--- config.mk ---
export PLATFORM = sky130hd
export DESIGN_NAME = ssfe_exec
export DESIGN_NICKNAME = d
export VERILOG_FILES = /design/src/ssfe_pkg.sv /design/src/ssfe_exec.sv /design/src/ssfe_shift_unit.sv /design/src/ssfe_regfile.sv
export SDC_FILE = /design/constraint.sdc
export NUM_CORES = 1
export LEC_CHECK = 0
export BUFFER_PORTS_ARGS = -buffer_cell sky130_fd_sc_hd__buf_2
export CORE_MARGIN = 2
export CORE_UTILIZATION = 50
export CTS_BUF_LIST = sky130_fd_sc_hd__clkbuf_8 sky130_fd_sc_hd__clkbuf_16
export DETAILED_ROUTE_END_ITERATION = 6
export PLACE_DENSITY = 0.7
export RECOVER_POWER = 25
export SLEW_MARGIN = 20
export SYNTH_ARGS = -nofsm -noshare
export SYNTH_HDL_FRONTEND = slang
export SYNTH_SLANG_ARGS = --single-unit
--- constraint.sdc ---
create_clock -name ref_clk -period 3.65 [get_ports ref_clk]
set_input_delay 0.5475 -clock ref_clk [delete_from_list [all_inputs] [get_ports ref_clk]]
set_output_delay 0.5475 -clock ref_clk [all_outputs]
set_load 0.01 [all_outputs]
--- src/ssfe_pkg.sv ---
// Shared constants and types of the store, shift and flag execution block.
package ssfe_pkg;

  localparam int unsigned DATA_W   = 8;
  localparam int unsigned ADDR_W   = 16;
  localparam int unsigned RIDX_W   = 5;
  localparam int unsigned IO_W     = 5;
  localparam int unsigned DISP_W   = 6;
  localparam int unsigned RBUS_W   = 6;
  localparam int unsigned NUM_REGS = 32;

  // Register port map.
  localparam logic [RBUS_W-1:0] RBUS_GPR_LAST = 6'h1F;
  localparam logic [RBUS_W-1:0] RBUS_STATUS   = 6'h20;
  localparam logic [RBUS_W-1:0] RBUS_SP_LO    = 6'h21;
  localparam logic [RBUS_W-1:0] RBUS_SP_HI    = 6'h22;

  // Values after reset.
  localparam logic [DATA_W-1:0] GPR_RESET    = 8'h00;
  localparam logic [DATA_W-1:0] STATUS_RESET = 8'h00;
  localparam logic [ADDR_W-1:0] SP_RESET     = 16'h0000;

  // Pointer pairs: low byte index, high byte is the next register.
  localparam logic [RIDX_W-1:0] PTR_Y_LO = 5'h1C;
  localparam logic [RIDX_W-1:0] PTR_Z_LO = 5'h1E;

  // Bit positions in the status register.
  localparam logic [2:0] FLAG_C = 3'h0;
  localparam logic [2:0] FLAG_Z = 3'h1;
  localparam logic [2:0] FLAG_N = 3'h2;
  localparam logic [2:0] FLAG_V = 3'h3;
  localparam logic [2:0] FLAG_S = 3'h4;
  localparam logic [2:0] FLAG_H = 3'h5;
  localparam logic [2:0] FLAG_T = 3'h6;

  typedef enum logic [4:0] {
    OP_NOP,
    OP_STORE_INDIRECT,
    OP_STORE_POST_INC,
    OP_STORE_PRE_DEC,
    OP_STORE_DISPLACED,
    OP_STORE_DIRECT,
    OP_STACK_PUSH,
    OP_STACK_POP,
    OP_IO_BIT_SET,
    OP_IO_BIT_CLEAR,
    OP_LOGIC_SHIFT_LEFT,
    OP_LOGIC_SHIFT_RIGHT,
    OP_ROTATE_LEFT_CARRY,
    OP_ROTATE_RIGHT_CARRY,
    OP_ARITH_SHIFT_RIGHT,
    OP_NIBBLE_SWAP,
    OP_BIT_TO_TRANSFER_FLAG,
    OP_TRANSFER_FLAG_TO_BIT,
    OP_FLAG_SET,
    OP_FLAG_CLEAR,
    OP_OVERFLOW_FLAG_SET,
    OP_OVERFLOW_FLAG_CLEAR,
    OP_HALF_CARRY_SET,
    OP_HALF_CARRY_CLEAR,
    OP_SIGNED_FLAG_SET,
    OP_SIGNED_FLAG_CLEAR
  } ssfe_op_t;

endpackage

--- src/ssfe_exec.sv ---
// Execution unit for stores, stack, I/O bit, shift and flag operations.
// How it works
// - post-increment store writes, then pointer plus one.
// - pre-decrement store lowers pointer, then writes.
// - displaced store writes pointer plus displacement.
// - direct store writes at the given address.
// - push puts source register on stack.
// - pop loads destination register from stack.
// - I/O bit set or clear, two cycles.
// - left shift, zero into bit 0.
// - right shift, zero into bit 7.
// - rotate left through carry, flags updated.
// - rotate right through carry, flags updated.
// - arithmetic right shift keeps the sign bit.
// - nibble swap, no flag changes, one cycle.
// - selected register bit copied into transfer flag.
// - transfer flag copied into selected register bit.
// - overflow flag set or clear alone.
// - half-carry flag set or clear alone.
// - signed test flag set or clear alone.
`timescale 1ns/1ps
`default_nettype none
module ssfe_exec
  import ssfe_pkg::*;
(
  input  wire logic              ref_clk,
  input  wire logic              resetn,
  input  wire logic              op_valid,
  input  wire ssfe_op_t          op_code,
  input  wire logic [RIDX_W-1:0] op_reg,
  input  wire logic [2:0]        op_bit,
  input  wire logic              op_ptr_z,
  input  wire logic [DISP_W-1:0] op_disp,
  input  wire logic [ADDR_W-1:0] op_addr,
  input  wire logic [IO_W-1:0]   op_io,
  output logic                   op_ready,
  output logic      [ADDR_W-1:0] dmem_addr,
  output logic      [DATA_W-1:0] dmem_wdata,
  output logic                   dmem_we,
  output logic                   dmem_re,
  input  wire logic [DATA_W-1:0] dmem_rdata,
  output logic      [IO_W-1:0]   io_addr,
  output logic      [2:0]        io_bit,
  output logic                   io_bit_value,
  output logic                   io_bit_we,
  output logic      [DATA_W-1:0] status_out,
  input  wire logic [RBUS_W-1:0] reg_addr,
  input  wire logic [DATA_W-1:0] reg_wdata,
  input  wire logic              reg_we,
  input  wire logic              reg_re,
  output logic      [DATA_W-1:0] reg_rdata
);

  // Two states suffice, since no operation here takes more than two cycles.
  typedef enum logic {S_IDLE, S_FINISH} ssfe_state_t;

  ssfe_state_t       state_r;
  logic              accept;
  logic              multi_cycle;
  logic              shift_op;
  logic              pop_pending_r;
  logic [RIDX_W-1:0] pop_idx_r;
  logic [ADDR_W-1:0] sp_r;
  logic [DATA_W-1:0] status_r;
  logic [DATA_W-1:0] status_nxt;
  logic [ADDR_W-1:0] ptr_y;
  logic [ADDR_W-1:0] ptr_z;
  logic [ADDR_W-1:0] ptr_cur;
  logic [ADDR_W-1:0] eff_addr;
  logic [DATA_W-1:0] src_data;
  logic [DATA_W-1:0] bus_gpr_data;
  logic [DATA_W-1:0] shift_result;
  logic              shift_c;
  logic              shift_z;
  logic              shift_n;
  logic              shift_v;
  logic              gpr_we;
  logic [RIDX_W-1:0] gpr_idx;
  logic [DATA_W-1:0] gpr_data;
  logic              ptr_we;
  logic [ADDR_W-1:0] ptr_data;
  logic              bus_gpr_we;
  logic [DATA_W-1:0] reg_rdata_r;

  // Ready is combinational, so a one-cycle operation may follow at the next edge.
  assign op_ready   = (state_r == S_IDLE);
  assign accept     = op_valid && op_ready;
  assign status_out = status_r;
  assign reg_rdata  = reg_rdata_r;
  assign ptr_cur    = op_ptr_z ? ptr_z : ptr_y;
  assign bus_gpr_we = reg_we && (reg_addr <= RBUS_GPR_LAST);

  // Memory, stack and I/O bit operations hold the unit for a second cycle.
  always_comb begin
    case (op_code)
      OP_STORE_INDIRECT,
      OP_STORE_POST_INC,
      OP_STORE_PRE_DEC,
      OP_STORE_DISPLACED,
      OP_STORE_DIRECT,
      OP_STACK_PUSH,
      OP_STACK_POP,
      OP_IO_BIT_SET,
      OP_IO_BIT_CLEAR: multi_cycle = 1'b1;
      default:         multi_cycle = 1'b0;
    endcase
  end

  // Shifts and rotates are the only operations that rewrite Z, C, N and V together.
  always_comb begin
    case (op_code)
      OP_LOGIC_SHIFT_LEFT,
      OP_LOGIC_SHIFT_RIGHT,
      OP_ROTATE_LEFT_CARRY,
      OP_ROTATE_RIGHT_CARRY,
      OP_ARITH_SHIFT_RIGHT: shift_op = 1'b1;
      default:              shift_op = 1'b0;
    endcase
  end

  // The second state only holds off new requests; all work starts at the accept edge.
  always_ff @(posedge ref_clk or negedge resetn) begin
    if (!resetn) begin
      state_r <= S_IDLE;
    end else begin
      case (state_r)
        S_IDLE: begin
          if (accept && multi_cycle) begin
            state_r <= S_FINISH;
          end
        end
        S_FINISH: begin
          state_r <= S_IDLE;
        end
        default: begin
          state_r <= S_IDLE;
        end
      endcase
    end
  end

  // Effective data address of the memory operations.
  always_comb begin
    case (op_code)
      OP_STORE_PRE_DEC:   eff_addr = ptr_cur - 16'h0001;
      OP_STORE_DISPLACED: eff_addr = ptr_cur + {10'h000, op_disp};
      OP_STORE_DIRECT:    eff_addr = op_addr;
      OP_STACK_PUSH:      eff_addr = sp_r;
      OP_STACK_POP:       eff_addr = sp_r + 16'h0001;
      default:            eff_addr = ptr_cur;
    endcase
  end

  // Pointer write-back; the displaced form leaves the pointer alone.
  always_comb begin
    ptr_we   = 1'b0;
    ptr_data = ptr_cur;
    if (accept && (op_code == OP_STORE_POST_INC)) begin
      ptr_we   = 1'b1;
      ptr_data = ptr_cur + 16'h0001;
    end else if (accept && (op_code == OP_STORE_PRE_DEC)) begin
      ptr_we   = 1'b1;
      ptr_data = ptr_cur - 16'h0001;
    end
  end

  // The data memory strobe stands in the second cycle of the operation.
  always_ff @(posedge ref_clk or negedge resetn) begin
    if (!resetn) begin
      dmem_addr  <= 16'h0000;
      dmem_wdata <= 8'h00;
      dmem_we    <= 1'b0;
      dmem_re    <= 1'b0;
    end else begin
      dmem_we <= 1'b0;
      dmem_re <= 1'b0;
      if (accept && multi_cycle && (op_code != OP_IO_BIT_SET)
          && (op_code != OP_IO_BIT_CLEAR)) begin
        dmem_addr  <= eff_addr;
        dmem_wdata <= src_data;
        dmem_we    <= (op_code != OP_STACK_POP);
        dmem_re    <= (op_code == OP_STACK_POP);
      end
    end
  end

  // Stack pointer: push writes then decrements, pop increments then reads.
  // Software writes to the stack pointer are lost in an accept cycle of push or pop.
  always_ff @(posedge ref_clk or negedge resetn) begin
    if (!resetn) begin
      sp_r <= SP_RESET;
    end else if (accept && (op_code == OP_STACK_PUSH)) begin
      sp_r <= sp_r - 16'h0001;
    end else if (accept && (op_code == OP_STACK_POP)) begin
      sp_r <= sp_r + 16'h0001;
    end else if (reg_we && (reg_addr == RBUS_SP_LO)) begin
      sp_r[7:0] <= reg_wdata;
    end else if (reg_we && (reg_addr == RBUS_SP_HI)) begin
      sp_r[15:8] <= reg_wdata;
    end
  end

  // Pop completes when the memory answers in its read cycle.
  // Memory must answer within the read cycle, as its data are not registered here.
  always_ff @(posedge ref_clk or negedge resetn) begin
    if (!resetn) begin
      pop_pending_r <= 1'b0;
      pop_idx_r     <= 5'h00;
    end else begin
      pop_pending_r <= accept && (op_code == OP_STACK_POP);
      if (accept) begin
        pop_idx_r <= op_reg;
      end
    end
  end

  // The I/O side performs the bit write itself, so no read is needed here.
  always_ff @(posedge ref_clk or negedge resetn) begin
    if (!resetn) begin
      io_addr      <= 5'h00;
      io_bit       <= 3'h0;
      io_bit_value <= 1'b0;
      io_bit_we    <= 1'b0;
    end else begin
      io_bit_we <= 1'b0;
      if (accept && ((op_code == OP_IO_BIT_SET) || (op_code == OP_IO_BIT_CLEAR))) begin
        io_addr      <= op_io;
        io_bit       <= op_bit;
        io_bit_value <= (op_code == OP_IO_BIT_SET);
        io_bit_we    <= 1'b1;
      end
    end
  end

  // General register write from shift results or from a finishing pop.
  always_comb begin
    gpr_we   = 1'b0;
    gpr_idx  = op_reg;
    gpr_data = shift_result;
    if (pop_pending_r) begin
      gpr_we   = 1'b1;
      gpr_idx  = pop_idx_r;
      gpr_data = dmem_rdata;
    end else if (accept && (shift_op || (op_code == OP_NIBBLE_SWAP)
                 || (op_code == OP_TRANSFER_FLAG_TO_BIT))) begin
      gpr_we = 1'b1;
    end
  end

  // Status register; only the flags that an operation names are changed.
  always_comb begin
    status_nxt = status_r;
    if (accept) begin
      case (op_code)
        OP_LOGIC_SHIFT_LEFT,
        OP_LOGIC_SHIFT_RIGHT,
        OP_ROTATE_LEFT_CARRY,
        OP_ROTATE_RIGHT_CARRY,
        OP_ARITH_SHIFT_RIGHT: begin
          status_nxt[FLAG_C] = shift_c;
          status_nxt[FLAG_Z] = shift_z;
          status_nxt[FLAG_N] = shift_n;
          status_nxt[FLAG_V] = shift_v;
        end
        OP_BIT_TO_TRANSFER_FLAG: status_nxt[FLAG_T] = src_data[op_bit];
        OP_FLAG_SET:             status_nxt[op_bit] = 1'b1;
        OP_FLAG_CLEAR:           status_nxt[op_bit] = 1'b0;
        OP_OVERFLOW_FLAG_SET:    status_nxt[FLAG_V] = 1'b1;
        OP_OVERFLOW_FLAG_CLEAR:  status_nxt[FLAG_V] = 1'b0;
        OP_HALF_CARRY_SET:       status_nxt[FLAG_H] = 1'b1;
        OP_HALF_CARRY_CLEAR:     status_nxt[FLAG_H] = 1'b0;
        OP_SIGNED_FLAG_SET:      status_nxt[FLAG_S] = 1'b1;
        OP_SIGNED_FLAG_CLEAR:    status_nxt[FLAG_S] = 1'b0;
        default:                 status_nxt = status_r;
      endcase
    end
  end

  // A flag-changing operation in the same cycle overrides a software write.
  always_ff @(posedge ref_clk or negedge resetn) begin
    if (!resetn) begin
      status_r <= STATUS_RESET;
    end else if (status_nxt != status_r) begin
      status_r <= status_nxt;
    end else if (reg_we && (reg_addr == RBUS_STATUS) && !(accept && !multi_cycle)) begin
      status_r <= reg_wdata;
    end
  end

  // Register port read; unmapped addresses read as zero.
  // Data stand for one cycle only, so a late reader sees zero.
  always_ff @(posedge ref_clk or negedge resetn) begin
    if (!resetn) begin
      reg_rdata_r <= 8'h00;
    end else if (!reg_re) begin
      reg_rdata_r <= 8'h00;
    end else if (reg_addr <= RBUS_GPR_LAST) begin
      reg_rdata_r <= bus_gpr_data;
    end else if (reg_addr == RBUS_STATUS) begin
      reg_rdata_r <= status_r;
    end else if (reg_addr == RBUS_SP_LO) begin
      reg_rdata_r <= sp_r[7:0];
    end else if (reg_addr == RBUS_SP_HI) begin
      reg_rdata_r <= sp_r[15:8];
    end else begin
      reg_rdata_r <= 8'h00;
    end
  end

  // The shift unit has no state; its result is written back at the accept edge.
  ssfe_shift_unit ssfe_shift_unit_inst (
    .op       (op_code),
    .operand  (src_data),
    .carry_in (status_r[FLAG_C]),
    .t_flag   (status_r[FLAG_T]),
    .bit_sel  (op_bit),
    .result   (shift_result),
    .flag_c   (shift_c),
    .flag_z   (shift_z),
    .flag_n   (shift_n),
    .flag_v   (shift_v)
  );

  // Port a serves the operation and port b the software register port.
  ssfe_regfile ssfe_regfile_inst (
    .ref_clk   (ref_clk),
    .resetn    (resetn),
    .rd_idx_a  (op_reg),
    .rd_data_a (src_data),
    .rd_idx_b  (reg_addr[RIDX_W-1:0]),
    .rd_data_b (bus_gpr_data),
    .ptr_y     (ptr_y),
    .ptr_z     (ptr_z),
    .we_a      (gpr_we),
    .wr_idx_a  (gpr_idx),
    .wr_data_a (gpr_data),
    .we_b      (bus_gpr_we),
    .wr_idx_b  (reg_addr[RIDX_W-1:0]),
    .wr_data_b (reg_wdata),
    .ptr_we    (ptr_we),
    .ptr_sel_z (op_ptr_z),
    .ptr_data  (ptr_data)
  );

endmodule
`default_nettype wire

--- src/ssfe_shift_unit.sv ---
// Combinational shift, rotate, nibble swap and bit load unit.
`timescale 1ns/1ps
`default_nettype none
module ssfe_shift_unit
  import ssfe_pkg::*;
(
  input  wire ssfe_op_t          op,
  input  wire logic [DATA_W-1:0] operand,
  input  wire logic              carry_in,
  input  wire logic              t_flag,
  input  wire logic [2:0]        bit_sel,
  output logic      [DATA_W-1:0] result,
  output logic                   flag_c,
  output logic                   flag_z,
  output logic                   flag_n,
  output logic                   flag_v
);

  always_comb begin
    result = operand;
    flag_c = carry_in;
    case (op)
      OP_LOGIC_SHIFT_LEFT: begin
        result = {operand[6:0], 1'b0};
        flag_c = operand[7];
      end
      OP_LOGIC_SHIFT_RIGHT: begin
        result = {1'b0, operand[7:1]};
        flag_c = operand[0];
      end
      OP_ROTATE_LEFT_CARRY: begin
        result = {operand[6:0], carry_in};
        flag_c = operand[7];
      end
      OP_ROTATE_RIGHT_CARRY: begin
        result = {carry_in, operand[7:1]};
        flag_c = operand[0];
      end
      OP_ARITH_SHIFT_RIGHT: begin
        result = {operand[7], operand[7:1]};
        flag_c = operand[0];
      end
      OP_NIBBLE_SWAP: begin
        result = {operand[3:0], operand[7:4]};
      end
      OP_TRANSFER_FLAG_TO_BIT: begin
        result[bit_sel] = t_flag;
      end
      default: begin
        result = operand;
      end
    endcase
    flag_z = (result == 8'h00);
    flag_n = result[7];
    // Overflow after a shift is N xor C, which is the sign change only for left shifts.
    flag_v = result[7] ^ flag_c;
  end

endmodule
`default_nettype wire

--- src/ssfe_regfile.sv ---
// Thirty-two general registers in flip-flops with pointer access.
`timescale 1ns/1ps
`default_nettype none
module ssfe_regfile
  import ssfe_pkg::*;
(
  input  wire logic              ref_clk,
  input  wire logic              resetn,
  input  wire logic [RIDX_W-1:0] rd_idx_a,
  output logic      [DATA_W-1:0] rd_data_a,
  input  wire logic [RIDX_W-1:0] rd_idx_b,
  output logic      [DATA_W-1:0] rd_data_b,
  output logic      [ADDR_W-1:0] ptr_y,
  output logic      [ADDR_W-1:0] ptr_z,
  input  wire logic              we_a,
  input  wire logic [RIDX_W-1:0] wr_idx_a,
  input  wire logic [DATA_W-1:0] wr_data_a,
  input  wire logic              we_b,
  input  wire logic [RIDX_W-1:0] wr_idx_b,
  input  wire logic [DATA_W-1:0] wr_data_b,
  input  wire logic              ptr_we,
  input  wire logic              ptr_sel_z,
  input  wire logic [ADDR_W-1:0] ptr_data
);

  logic [DATA_W-1:0] regs_r [NUM_REGS];
  logic [RIDX_W-1:0] ptr_lo;

  assign ptr_lo    = ptr_sel_z ? PTR_Z_LO : PTR_Y_LO;
  assign rd_data_a = regs_r[rd_idx_a];
  assign rd_data_b = regs_r[rd_idx_b];
  assign ptr_y     = {regs_r[PTR_Y_LO + 5'h01], regs_r[PTR_Y_LO]};
  assign ptr_z     = {regs_r[PTR_Z_LO + 5'h01], regs_r[PTR_Z_LO]};

  // The execution path wins over the software port on the same register.
  always_ff @(posedge ref_clk or negedge resetn) begin
    if (!resetn) begin
      for (int i = 0; i < NUM_REGS; i++) begin
        regs_r[i] <= GPR_RESET;
      end
    end else begin
      for (int i = 0; i < NUM_REGS; i++) begin
        if (ptr_we && (RIDX_W'(i) == ptr_lo)) begin
          regs_r[i] <= ptr_data[7:0];
        end else if (ptr_we && (RIDX_W'(i) == ptr_lo + 5'h01)) begin
          regs_r[i] <= ptr_data[15:8];
        end else if (we_a && (RIDX_W'(i) == wr_idx_a)) begin
          regs_r[i] <= wr_data_a;
        end else if (we_b && (RIDX_W'(i) == wr_idx_b)) begin
          regs_r[i] <= wr_data_b;
        end
      end
    end
  end

endmodule
`default_nettype wire

== Yosys cells after proc, flatten, opt, wreduce, memory -nomap -nowiden ==
Memory sizes are Yosys's and may differ from the RTL's.
Index checks and enable logic that the tools add are counted.
Word-level totals
  register bits: 331
  ROM bits: 16
  output and inout bits: 53
  logic and storage cells: 594
  memories kept: 1
Operators by class
  add/sub/neg operators: 6
  magnitude comparators: 5
  equality and inequality tests: 156
  mux-type cells: 178
  bitwise operators: 7
  reduce and logical (&&, ||, !) cells: 194
Memories
  (no name shown): words 16, bits a word 1, rd ports 1, clocked after memory_dff 0, wr ports 0, RTL line ssfe_exec.sv:95  | case (op_code)
Operators with widths (number)
  $mux 8: 144
  $eq 5x5->1 const A: 64
  $eq 4x5->1 const A: 32
  $logic_and 1x1->1: 145
  $reduce_bool 4->1: 32
  $bmux 8 s5: 2
  $eq 3x5->1 const A: 16
  $mux 16: 5
  $pmux 16 s5: 1
  $pmux 8 s7: 1
  $eq 5x5->1 const B: 10
  $eq 2x5->1 const A: 8
  $eq 5x4->1 const B: 8
  $add 16x1->16 const B: 2
  $sub 16x1->16 const B: 2
  $eq 1x5->1 const A: 4
  $eq 5x3->1 const B: 4
  $logic_not 5->1: 4
  $eq 6x6->1 const B: 3
  $add 16x6->16: 1
  $ge 6x6->1 const B: 2
  $mux 1: 12
  $not 5->6: 2
  $eq 5x2->1 const B: 2
  other kinds (32): 40

== Longest topological paths before layout ==
Gate-level depths: netlist of run 1.
  depth after elaboration: 12
  depth in mapped cells: 18
  mapped depth without buffers: 15

== By module ==
From an unflattened synthesis of run 1, not the netlist that was laid out.
Second synthesis, totals
  cell total of the unflattened synthesis: 2484
  area, all modules: 24053.1 um^2
By module, submodules not included
  ssfe_regfile: instances 1, cells each 1523, area an instance 16711.0 um^2, sequential area each 6406.1 um^2
  ssfe_exec: instances 1, cells each 888, area an instance 6782.8 um^2, sequential area each 1876.8 um^2
  ssfe_shift_unit: instances 1, cells each 73, area an instance 559.3 um^2, sequential area each 0.0 um^2

== Worst setup path before layout of run 1 ==
OpenSTA, ideal clock, no wires.
  path type: in2reg
  from: input op_reg[1]
  to: register status_r[0], in the netlist status_out[0]
  setup time: 0.094 ns
  data arrival time: 3.918 ns
  required time: 3.556 ns
  setup slack: -0.362 ns
  cell stages on the path: 16
  buffers on the path: 4
  cells stage by stage: buf_6 -> buf_8 -> buf_6 -> mux4_2 -> mux2i_1 -> mux2i_1 -> mux2i_4 -> o22ai_1 -> or3_1 -> nor4_1 -> o211ai_1 -> mux2i_1 -> nor4_4 -> buf_4 -> mux2i_1 -> a221oi_2
On the way
  cells in the longest elaborated chain, start to end: 11
Ends and longest elaborated chain
  start: declaration: RTL line ssfe_exec.sv:30  | input wire logic [RIDX_W-1:0] op_reg,
  $not 5->6 (not written as such) *: RTL line ssfe_regfile.sv:30  | assign rd_data_a = regs_r[rd_idx_a];
  $bmux 8 s5 *: RTL line ssfe_regfile.sv:30
  $mux 8 (not written as such) * (2 in a row): RTL line ssfe_regfile.sv:30
  $bwmux 8: RTL line ssfe_shift_unit.sv:47  | result[bit_sel] = t_flag;
  $pmux 8 s7: RTL line ssfe_shift_unit.sv:22  | case (op)
  $logic_not 8->1 / $xor 1x1->1 (equally long branches): RTL line ssfe_shift_unit.sv:53, ssfe_shift_unit.sv:56
  $pmux 3 s3 / $pmux 1 s5 (equally long branches): RTL line ssfe_exec.sv:254  | case (op_code)
  $mux 8 *: RTL line ssfe_exec.sv:253  | if (accept) begin
  $ne 8x8->1: RTL line ssfe_exec.sv:283  | end else if (status_nxt != status_r) begin
  $mux 8 / $reduce_bool 2->1 (equally long branches)
  end signal: assignment: RTL line ssfe_exec.sv:284  | status_r <= status_nxt;
  end signal: assignment: RTL line ssfe_exec.sv:286  | status_r <= reg_wdata;
  end: declaration: RTL line ssfe_exec.sv:64  | logic [DATA_W-1:0] status_r;
Every way passes the cells marked *; elsewhere a longest branch is shown, timed or not. The select of a mux whose other input is x is not followed.
A chain may end at the register's enable or synchronous reset.

== Worst setup path after layout of run 1 ==
  from: register ssfe_regfile_inst.regs_r, in the netlist ssfe_regfile_inst.ptr_z[15]
  to: register status_r[7], in the netlist status_out[7]
On the way
  cells in the longest elaborated chain, start to end: 10
Ends and longest elaborated chain
  start: declaration: RTL line ssfe_regfile.sv:26  | logic [DATA_W-1:0] regs_r [NUM_REGS];
  start signal: indexed assignment: RTL line ssfe_regfile.sv:44  | regs_r[i] <= ptr_data[7:0];
  start signal: indexed assignment: RTL line ssfe_regfile.sv:46  | regs_r[i] <= ptr_data[15:8];
  start signal: indexed assignment: RTL line ssfe_regfile.sv:48  | regs_r[i] <= wr_data_a;
  $bmux 8 s5 *: RTL line ssfe_regfile.sv:30
  $mux 8 (not written as such) * (2 in a row): RTL line ssfe_regfile.sv:30
  $bwmux 8: RTL line ssfe_shift_unit.sv:47
  $pmux 8 s7: RTL line ssfe_shift_unit.sv:22
  $logic_not 8->1 / $xor 1x1->1 (equally long branches): RTL line ssfe_shift_unit.sv:53, ssfe_shift_unit.sv:56
  $pmux 3 s3 / $pmux 1 s5 (equally long branches): RTL line ssfe_exec.sv:254
  $mux 8 *: RTL line ssfe_exec.sv:253
  $ne 8x8->1 *: RTL line ssfe_exec.sv:283
  $mux 8 / $reduce_bool 2->1 (equally long branches)
Marked as above.

==> run_results.csv, run 1 <==
group,metric,value,unit
outcome,status,"finished with violations",
outcome,violations,"max-capacitance violations, max-slew violations, negative setup slack",
clocking,cts_made_buffers,42,
placed_design,port_buffers,120,
worst_setup_path,cp_max_fo,7,
logic_synthesis,synth_fa_ha_area_share,0.610,%
timing,hold_viol,0,
logic_synthesis,muxShareOfSynthArea,28.0,%
logic_synthesis,synth_ff_type,"dfrtp_1",
global_routing,met1_usage,51.6,%
placed_design,placed_area,27200,um^2
logic_synthesis,synth_compound_area_share,15.1,%
timing,fin_crit,3.82,ns
clocking,cts_tree,"built",
global_routing,grt_pass1_wl,142000,um
logic_synthesis,synth_top_family_by_area,"multiplexers",
placed_design,dp_hpwl,68600,um
cells_and_area,ff_latch_area,8280,um^2
worst_setup_path,required,4.11,ns
logic_synthesis,synthTopCellsByArea,"dfrtp_1 35%, mux2i_1 13%, mux4_2 11%",
worst_setup_path,startpoint_type,"register",
logic_synthesis,synth_cells,2579,
route,ant_nets,0,
floorplanning,start_util,50.9,%
route,num_vias,23200,
logic_synthesis,ys_top_cells_by_count,"331 x dfrtp_1, 327 x nand2_1, 319 x mux2i_1, 293 x nor2_1, 241 x a21oi_1",
logic_synthesis,synthXorXnorAreaFrac,1.66,%
power_and_ir_drop,leakagePower,13.0,nW
route,first_pass_iters,6,
floorplanning,ioPinCount,121,
timing,min_period_over_period,105,%
timing,worstMarginPinSlew,3.07,ns
cells_and_area,multi_input_area,14600,um^2
global_routing,antenna_found_initial,5,
logic_synthesis,synth.top_cell.area_share,34.8,%
timing,timing.fmax,262,MHz
global_routing,grt_pass1_vias,22200,
placed_design,pre_cts_ws,-0.664,ns
clocking,htreeDepth,2,
clocking,ctsRootBufferMaster,"clkbuf_16",
cells_and_area,drive_gt1_share,26.2,%
global_routing,grtUsageMet3,8.91,%
route,drc,0,
floorplanning,dieHeight,222,um
route,wl,93700,um
logic_synthesis,synth_async_sr_flop_share,100,%
cells_and_area,layout.nets,2971,
floorplanning,die_w,222,um
timing,setup_viol_count_final,6,
logic_synthesis,synth_most_common_cell,"dfrtp_1",
clocking,clockBufferDepth,3,
global_routing,grtUsageTotal,37.8,%
logic_synthesis,ys_seq_area_share,34.8,%
timing,maxSlewViolCount,94,
clocking,insertion_delay,0.60,ns
global_routing,top_usage_layer,"met2",
logic_synthesis,synth_edf_count,0,
logic_synthesis,synth_nets,2658,
global_routing,grt_overflow,0,
cells_and_area,area_growth,20.9,%
logic_synthesis,yosys.area.top_type,"dfrtp_1",
clocking,cts.sinks,331,
logic_synthesis,synth-simple-area-share,15.4,%
logic_synthesis,synth.avg_cell_area,9.22,um^2
power_and_ir_drop,ir_drop,0.374,mV
logic_synthesis,syn_area,23800,um^2
timing,final.setup.worst_slack,-0.167,ns
placed_design,gp_congestion,1.02,
timing,skew,0.0259,ns
timing,rsz0062_at_grt,"true",
route,avgRoutedWirePerCell,26.5,um
floorplanning,row_count,79,
cells_and_area,antenna_cells,0,
power_and_ir_drop,power.density,525,nW/um^2
flow_run,max-cap-violations,1,
floorplanning,core,46800,um^2
worst_setup_path,path_class,"register to register",
route,viasPerCell,6.57,
logic_synthesis,ys_warn_count,0,
cells_and_area,num-fill-cells,3976,
global_routing,grt_max_degree,96,
hold_path,hold_class,"input port to register",
timing,slew-limit-headroom,-105,%
cells_and_area,fin_area,28700,um^2
route,drt-initial-drc-count,2952,
worst_setup_path,cp-end-kind,"register",
logic_synthesis,synth_seq_cells,331,
worst_setup_path,crit_arrival,4.28,ns
clocking,path_clk_slew,0.06,ns
global_routing,met2_usage,56.5,%
floorplanning,fp.dieArea,49300,um^2
timing,holdWs,0.159,ns
logic_synthesis,synthDistinctLibCells,82,
cell families after synthesis:
| group | after synthesis |
|---|---|
| simple gates | 832 |
| compound gates | 616 |
| mux | 494 |
| flops | 331 |
| buf+inv | 250 |
| xor+xnor | 45 |
| fa+ha+maj | 11 |
where the power goes:
part           total (mW)  internal, mW  switching, mW
Clock                4.48          2.68           1.80
Sequential           5.46          4.51          0.955
Combinational        5.14          2.43           2.71
Total                15.1          9.61           5.47
cell type report:
type                            count  share of cell area [%]
Multi-Input combinational cell   1998                    50.7
Sequential cell                   331                    28.8
Timing Repair Buffer              480                    12.2
Clock buffer                       49                    3.99
Tap cell                          607                    2.64
Clock inverter                     26                    1.09
Inverter                           39                   0.509
layer usage:
metal  vias to the layer above  share of wire, %
li1                      10000                 -
met1                     11400                40
met2                      1496                44
met3                       266                11
met4                        10               5.2
met5                         -             0.074
flip-flops by register name, indices dropped and copies added (netlist names):
name                      flops
ssfe_regfile_inst.regs_r    224
dmem_addr                    16
sp_r                         16
ssfe_regfile_inst.ptr_y      16
ssfe_regfile_inst.ptr_z      16
dmem_wdata                    8
reg_rdata                     8
status_out                    8
io_addr                       5
pop_idx_r                     5
io_bit                        3
dmem_re                       1
dmem_we                       1
io_bit_value                  1
io_bit_we                     1
pop_pending_r                 1
state_r                       1
worst max-delay path, stage by stage, from the launching register on:
cell,delay (ns)
dfrtp_1,0.41
mux4_2,0.49
o211ai_1,0.35
and4_4,0.36
o22ai_1,0.10
or3_4,0.40
nor4_4,0.29
o211ai_1,0.22
mux2i_1,0.20
nor4_4,0.28
buf_6,0.19
mux2i_1,0.08
a221o_1,0.33
layout by cell type, fill, tap and decap left out, drive strengths merged, types with 17 or more instances in the layout:
| master | instances |
|---|---|
| nand2 | 327 |
| mux4 | 129 |
| a22oi | 17 |
| nor2b | 20 |
| dfrtp | 331 |
| mux2i | 320 |
| a21oi | 241 |
| or3 | 20 |
| o22ai | 19 |
| and2 | 19 |
| nor3 | 29 |
| a221oi | 18 |
| nand3 | 43 |
| inv | 44 |
| clkbuf | 54 |
| xnor2 | 30 |
| and3 | 25 |
| buf | 475 |
| o21ai | 206 |
| mux2 | 45 |
| nor2 | 293 |
worst paths after layout:
kind	startpoint	to	slack (ns)	cells past startpoint
max	ssfe_regfile_inst.ptr_z[15]	status_out[7]	-0.17	12
min	op_io[4]	io_addr[4]	0.16	3
max reg2reg	ssfe_regfile_inst.ptr_z[15]	status_out[7]	-0.17	12
min reg2reg	dmem_addr[7]	dmem_addr[7]	0.47	1
max in group asynchronous	resetn	ssfe_regfile_inst.regs_r[218]	0.60	2
min in group asynchronous	resetn	io_addr[1]	0.91	1
metrics by stage:
step           utilization [%]  std cells  setup TNS [ns]  total power [mW]
5_1_grt                   61.5       3530           -1.31              15.6
6_report                  61.5       3530          -0.661              15.1
3_3_place_gp              58.1       3448           -9.60              10.3
3_5_place_dp              58.1       3448          -14.53              10.4
4_1_cts                   61.3       3524               0              14.9
2_1_floorplan                -       2579          -0.628              7.96
timing repair:
action,4_1_cts,5_1_grt
resized for setup,7,22
hold buffers,0,0
pin swaps,2,16
buffers inserted,1,7
setup endpoints to repair,6,8
cloned,0,0
(Power assumes the default switching activity.)
==> run 2: changes to the inputs <==
CAP_MARGIN = 30   (was default)
SKIP_CTS_REPAIR_TIMING = 1   (was default)
==> run 2 against run 1 <==
  * The run still ends with max-capacitance violations, max-slew violations, negative setup slack left
  * Sequential power is essentially flat
  * Global-route usage is 0.28 points lower
  * Total power fell by 1.9%
  * Combinational power about the same
  * Final area fell by 0.19%
==> run_results.csv, run 2 (synthesized netlist as in run 1, its figures left out) <==
group,metric,value,unit
outcome,status,"finished with violations",
outcome,violations,"max-capacitance violations, max-slew violations, negative setup slack",
flow_run,max-cap-violations,1,
global_routing,grt_pass1_vias,22100,
clocking,path_clk_slew,0.06,ns
route,viasPerCell,6.51,
route,ant_nets,0,
floorplanning,ioPinCount,121,
placed_design,port_buffers,120,
floorplanning,start_util,50.9,%
worst_setup_path,path_class,"register to register",
global_routing,antenna_found_initial,5,
timing,worstMarginPinSlew,3.04,ns
timing,hold_viol,0,
global_routing,grt_overflow,0,
route,wl,93600,um
clocking,cts_made_buffers,40,
worst_setup_path,required,4.10,ns
route,drc,0,
clocking,clockBufferDepth,3,
power_and_ir_drop,power.density,515,nW/um^2
clocking,htreeDepth,2,
timing,rsz0062_at_grt,"true",
floorplanning,core,46800,um^2
worst_setup_path,r2r-start,"ssfe_regfile_inst.ptr_z[10]",
global_routing,grt_max_degree,96,
worst_setup_path,r2r-end,"status_out[7]",
cells_and_area,area_growth,20.7,%
hold_path,holdPathEnd,"io_addr[4]",
clocking,cts.sinks,331,
cells_and_area,largest_register_ffs,224,
placed_design,gp_congestion,1.02,
worst_setup_path,startpoint_type,"register",
cells_and_area,drive_gt1_share,26.1,%
route,avgRoutedWirePerCell,26.5,um
hold_path,hold_depth,3,
floorplanning,fp.dieArea,49300,um^2
timing,slew-limit-headroom,-103,%
worst_setup_path,reg2reg_depth,13,
clocking,insertion_delay,0.59,ns
timing,fin_crit,3.78,ns
route,num_vias,23000,
worst_setup_path,cp-end-kind,"register",
cells_and_area,largest_register,"ssfe_regfile_inst.regs_r",
cells_and_area,final_common_cell,"buf_4",
hold_path,hold_class,"input port to register",
floorplanning,row_count,79,
clocking,cts_tree,"built",
timing,skew,0.0263,ns
route,first_pass_iters,6,
timing,setup_viol_count_final,6,
worst_setup_path,cp_max_fo,7,
global_routing,grtUsageTotal,37.5,%
floorplanning,dieHeight,222,um
hold_path,min_from,"op_io[4]",
timing,final.setup.worst_slack,-0.129,ns
power_and_ir_drop,total_power,14.8,mW
power_and_ir_drop,ir_drop,0.499,mV
placed_design,dp_hpwl,68600,um
global_routing,grt_pass1_wl,140000,um
cells_and_area,layout_common_cells,"344 x buf_4, 330 x dfrtp_1, 325 x nand2_1",
cells_and_area,layout.nets,2974,
floorplanning,die_w,222,um
timing,setup_tns,-0.581,ns
worst_setup_path,reg2reg_setup_slack,-0.13,ns
timing,timing.fmax,265,MHz
route,drt-initial-drc-count,2959,
placed_design,pre_cts_ws,-0.660,ns
clocking,ctsRootBufferMaster,"clkbuf_16",
cells_and_area,finish.utilization,61.4,%
timing,min_period_over_period,104,%
worst_setup_path,crit_arrival,4.23,ns
timing,maxSlewViolCount,94,
power_and_ir_drop,leakagePower,13.0,nW
-- run 2: critical path: stages (launching register included) --
cell	delay, ns
dfrtp_1	0.42
mux4_2	0.48
mux2i_1	0.19
mux2i_2	0.18
mux2i_4	0.27
o22ai_1	0.13
or3_4	0.42
nor4_4	0.27
o211ai_1	0.21
mux2i_1	0.20
nor4_4	0.29
buf_6	0.18
mux2i_1	0.08
a221o_1	0.33
-- run 2: metrics by stage --
stage               cells  hold WS, ns  area, um^2
detailed placement   3449        0.464       27200
CTS                  3518       0.0780       28500
global placement     3448        0.455       27200
finish               3530        0.169       28700
floorplan            2579        0.252       23800
global route         3529        0.175       28700
-- run 2: where the power goes --
| group | leakage, nW | total, mW | internal [mW] | switching, mW |
|---|---|---|---|---|
| sequential | 4.24 | 5.46 | 4.51 | 0.949 |
| combinational | 8.09 | 5.12 | 2.42 | 2.69 |
| clock | 0.690 | 4.21 | 2.47 | 1.74 |
| total | 13.0 | 14.8 | 9.40 | 5.39 |
-- run 2: worst max path at each step --
stage,slack [ns],start,end
final,-0.13,ssfe_regfile_inst.ptr_z[10],status_out[7]
after global routing,-0.30,ssfe_regfile_inst.ptr_z[6],status_out[7]
after CTS,-0.13,ssfe_regfile_inst.ptr_z[15],status_out[2]
after detailed placement,-0.66,op_reg[1],status_out[2]
after global placement,-0.63,op_reg[1],status_out[7]
after floorplan,-0.16,op_reg[1],status_out[0]
-- run 2: area by class of cell --
| type | count | area [um^2] |
|---|---|---|
| antenna | 1 | 2.50 |
| clock buffer | 51 | 1160 |
| clock inverter | 18 | 198 |
| fill | 3980 | 18100 |
| inverter | 39 | 146 |
| multi-input combinational | 1998 | 14600 |
| sequential | 331 | 8280 |
| tap | 607 | 759 |
| timing repair buffer | 485 | 3560 |
-- run 2: metal layers --
metal  wire length (um)  vias up  track usage [%]
met4               4820        8             18.6
li1                   -    10000                -
met1              36900    11200             51.1
met5                 49        -                0
met3              10700      252             8.68
met2              41100     1481             56.1
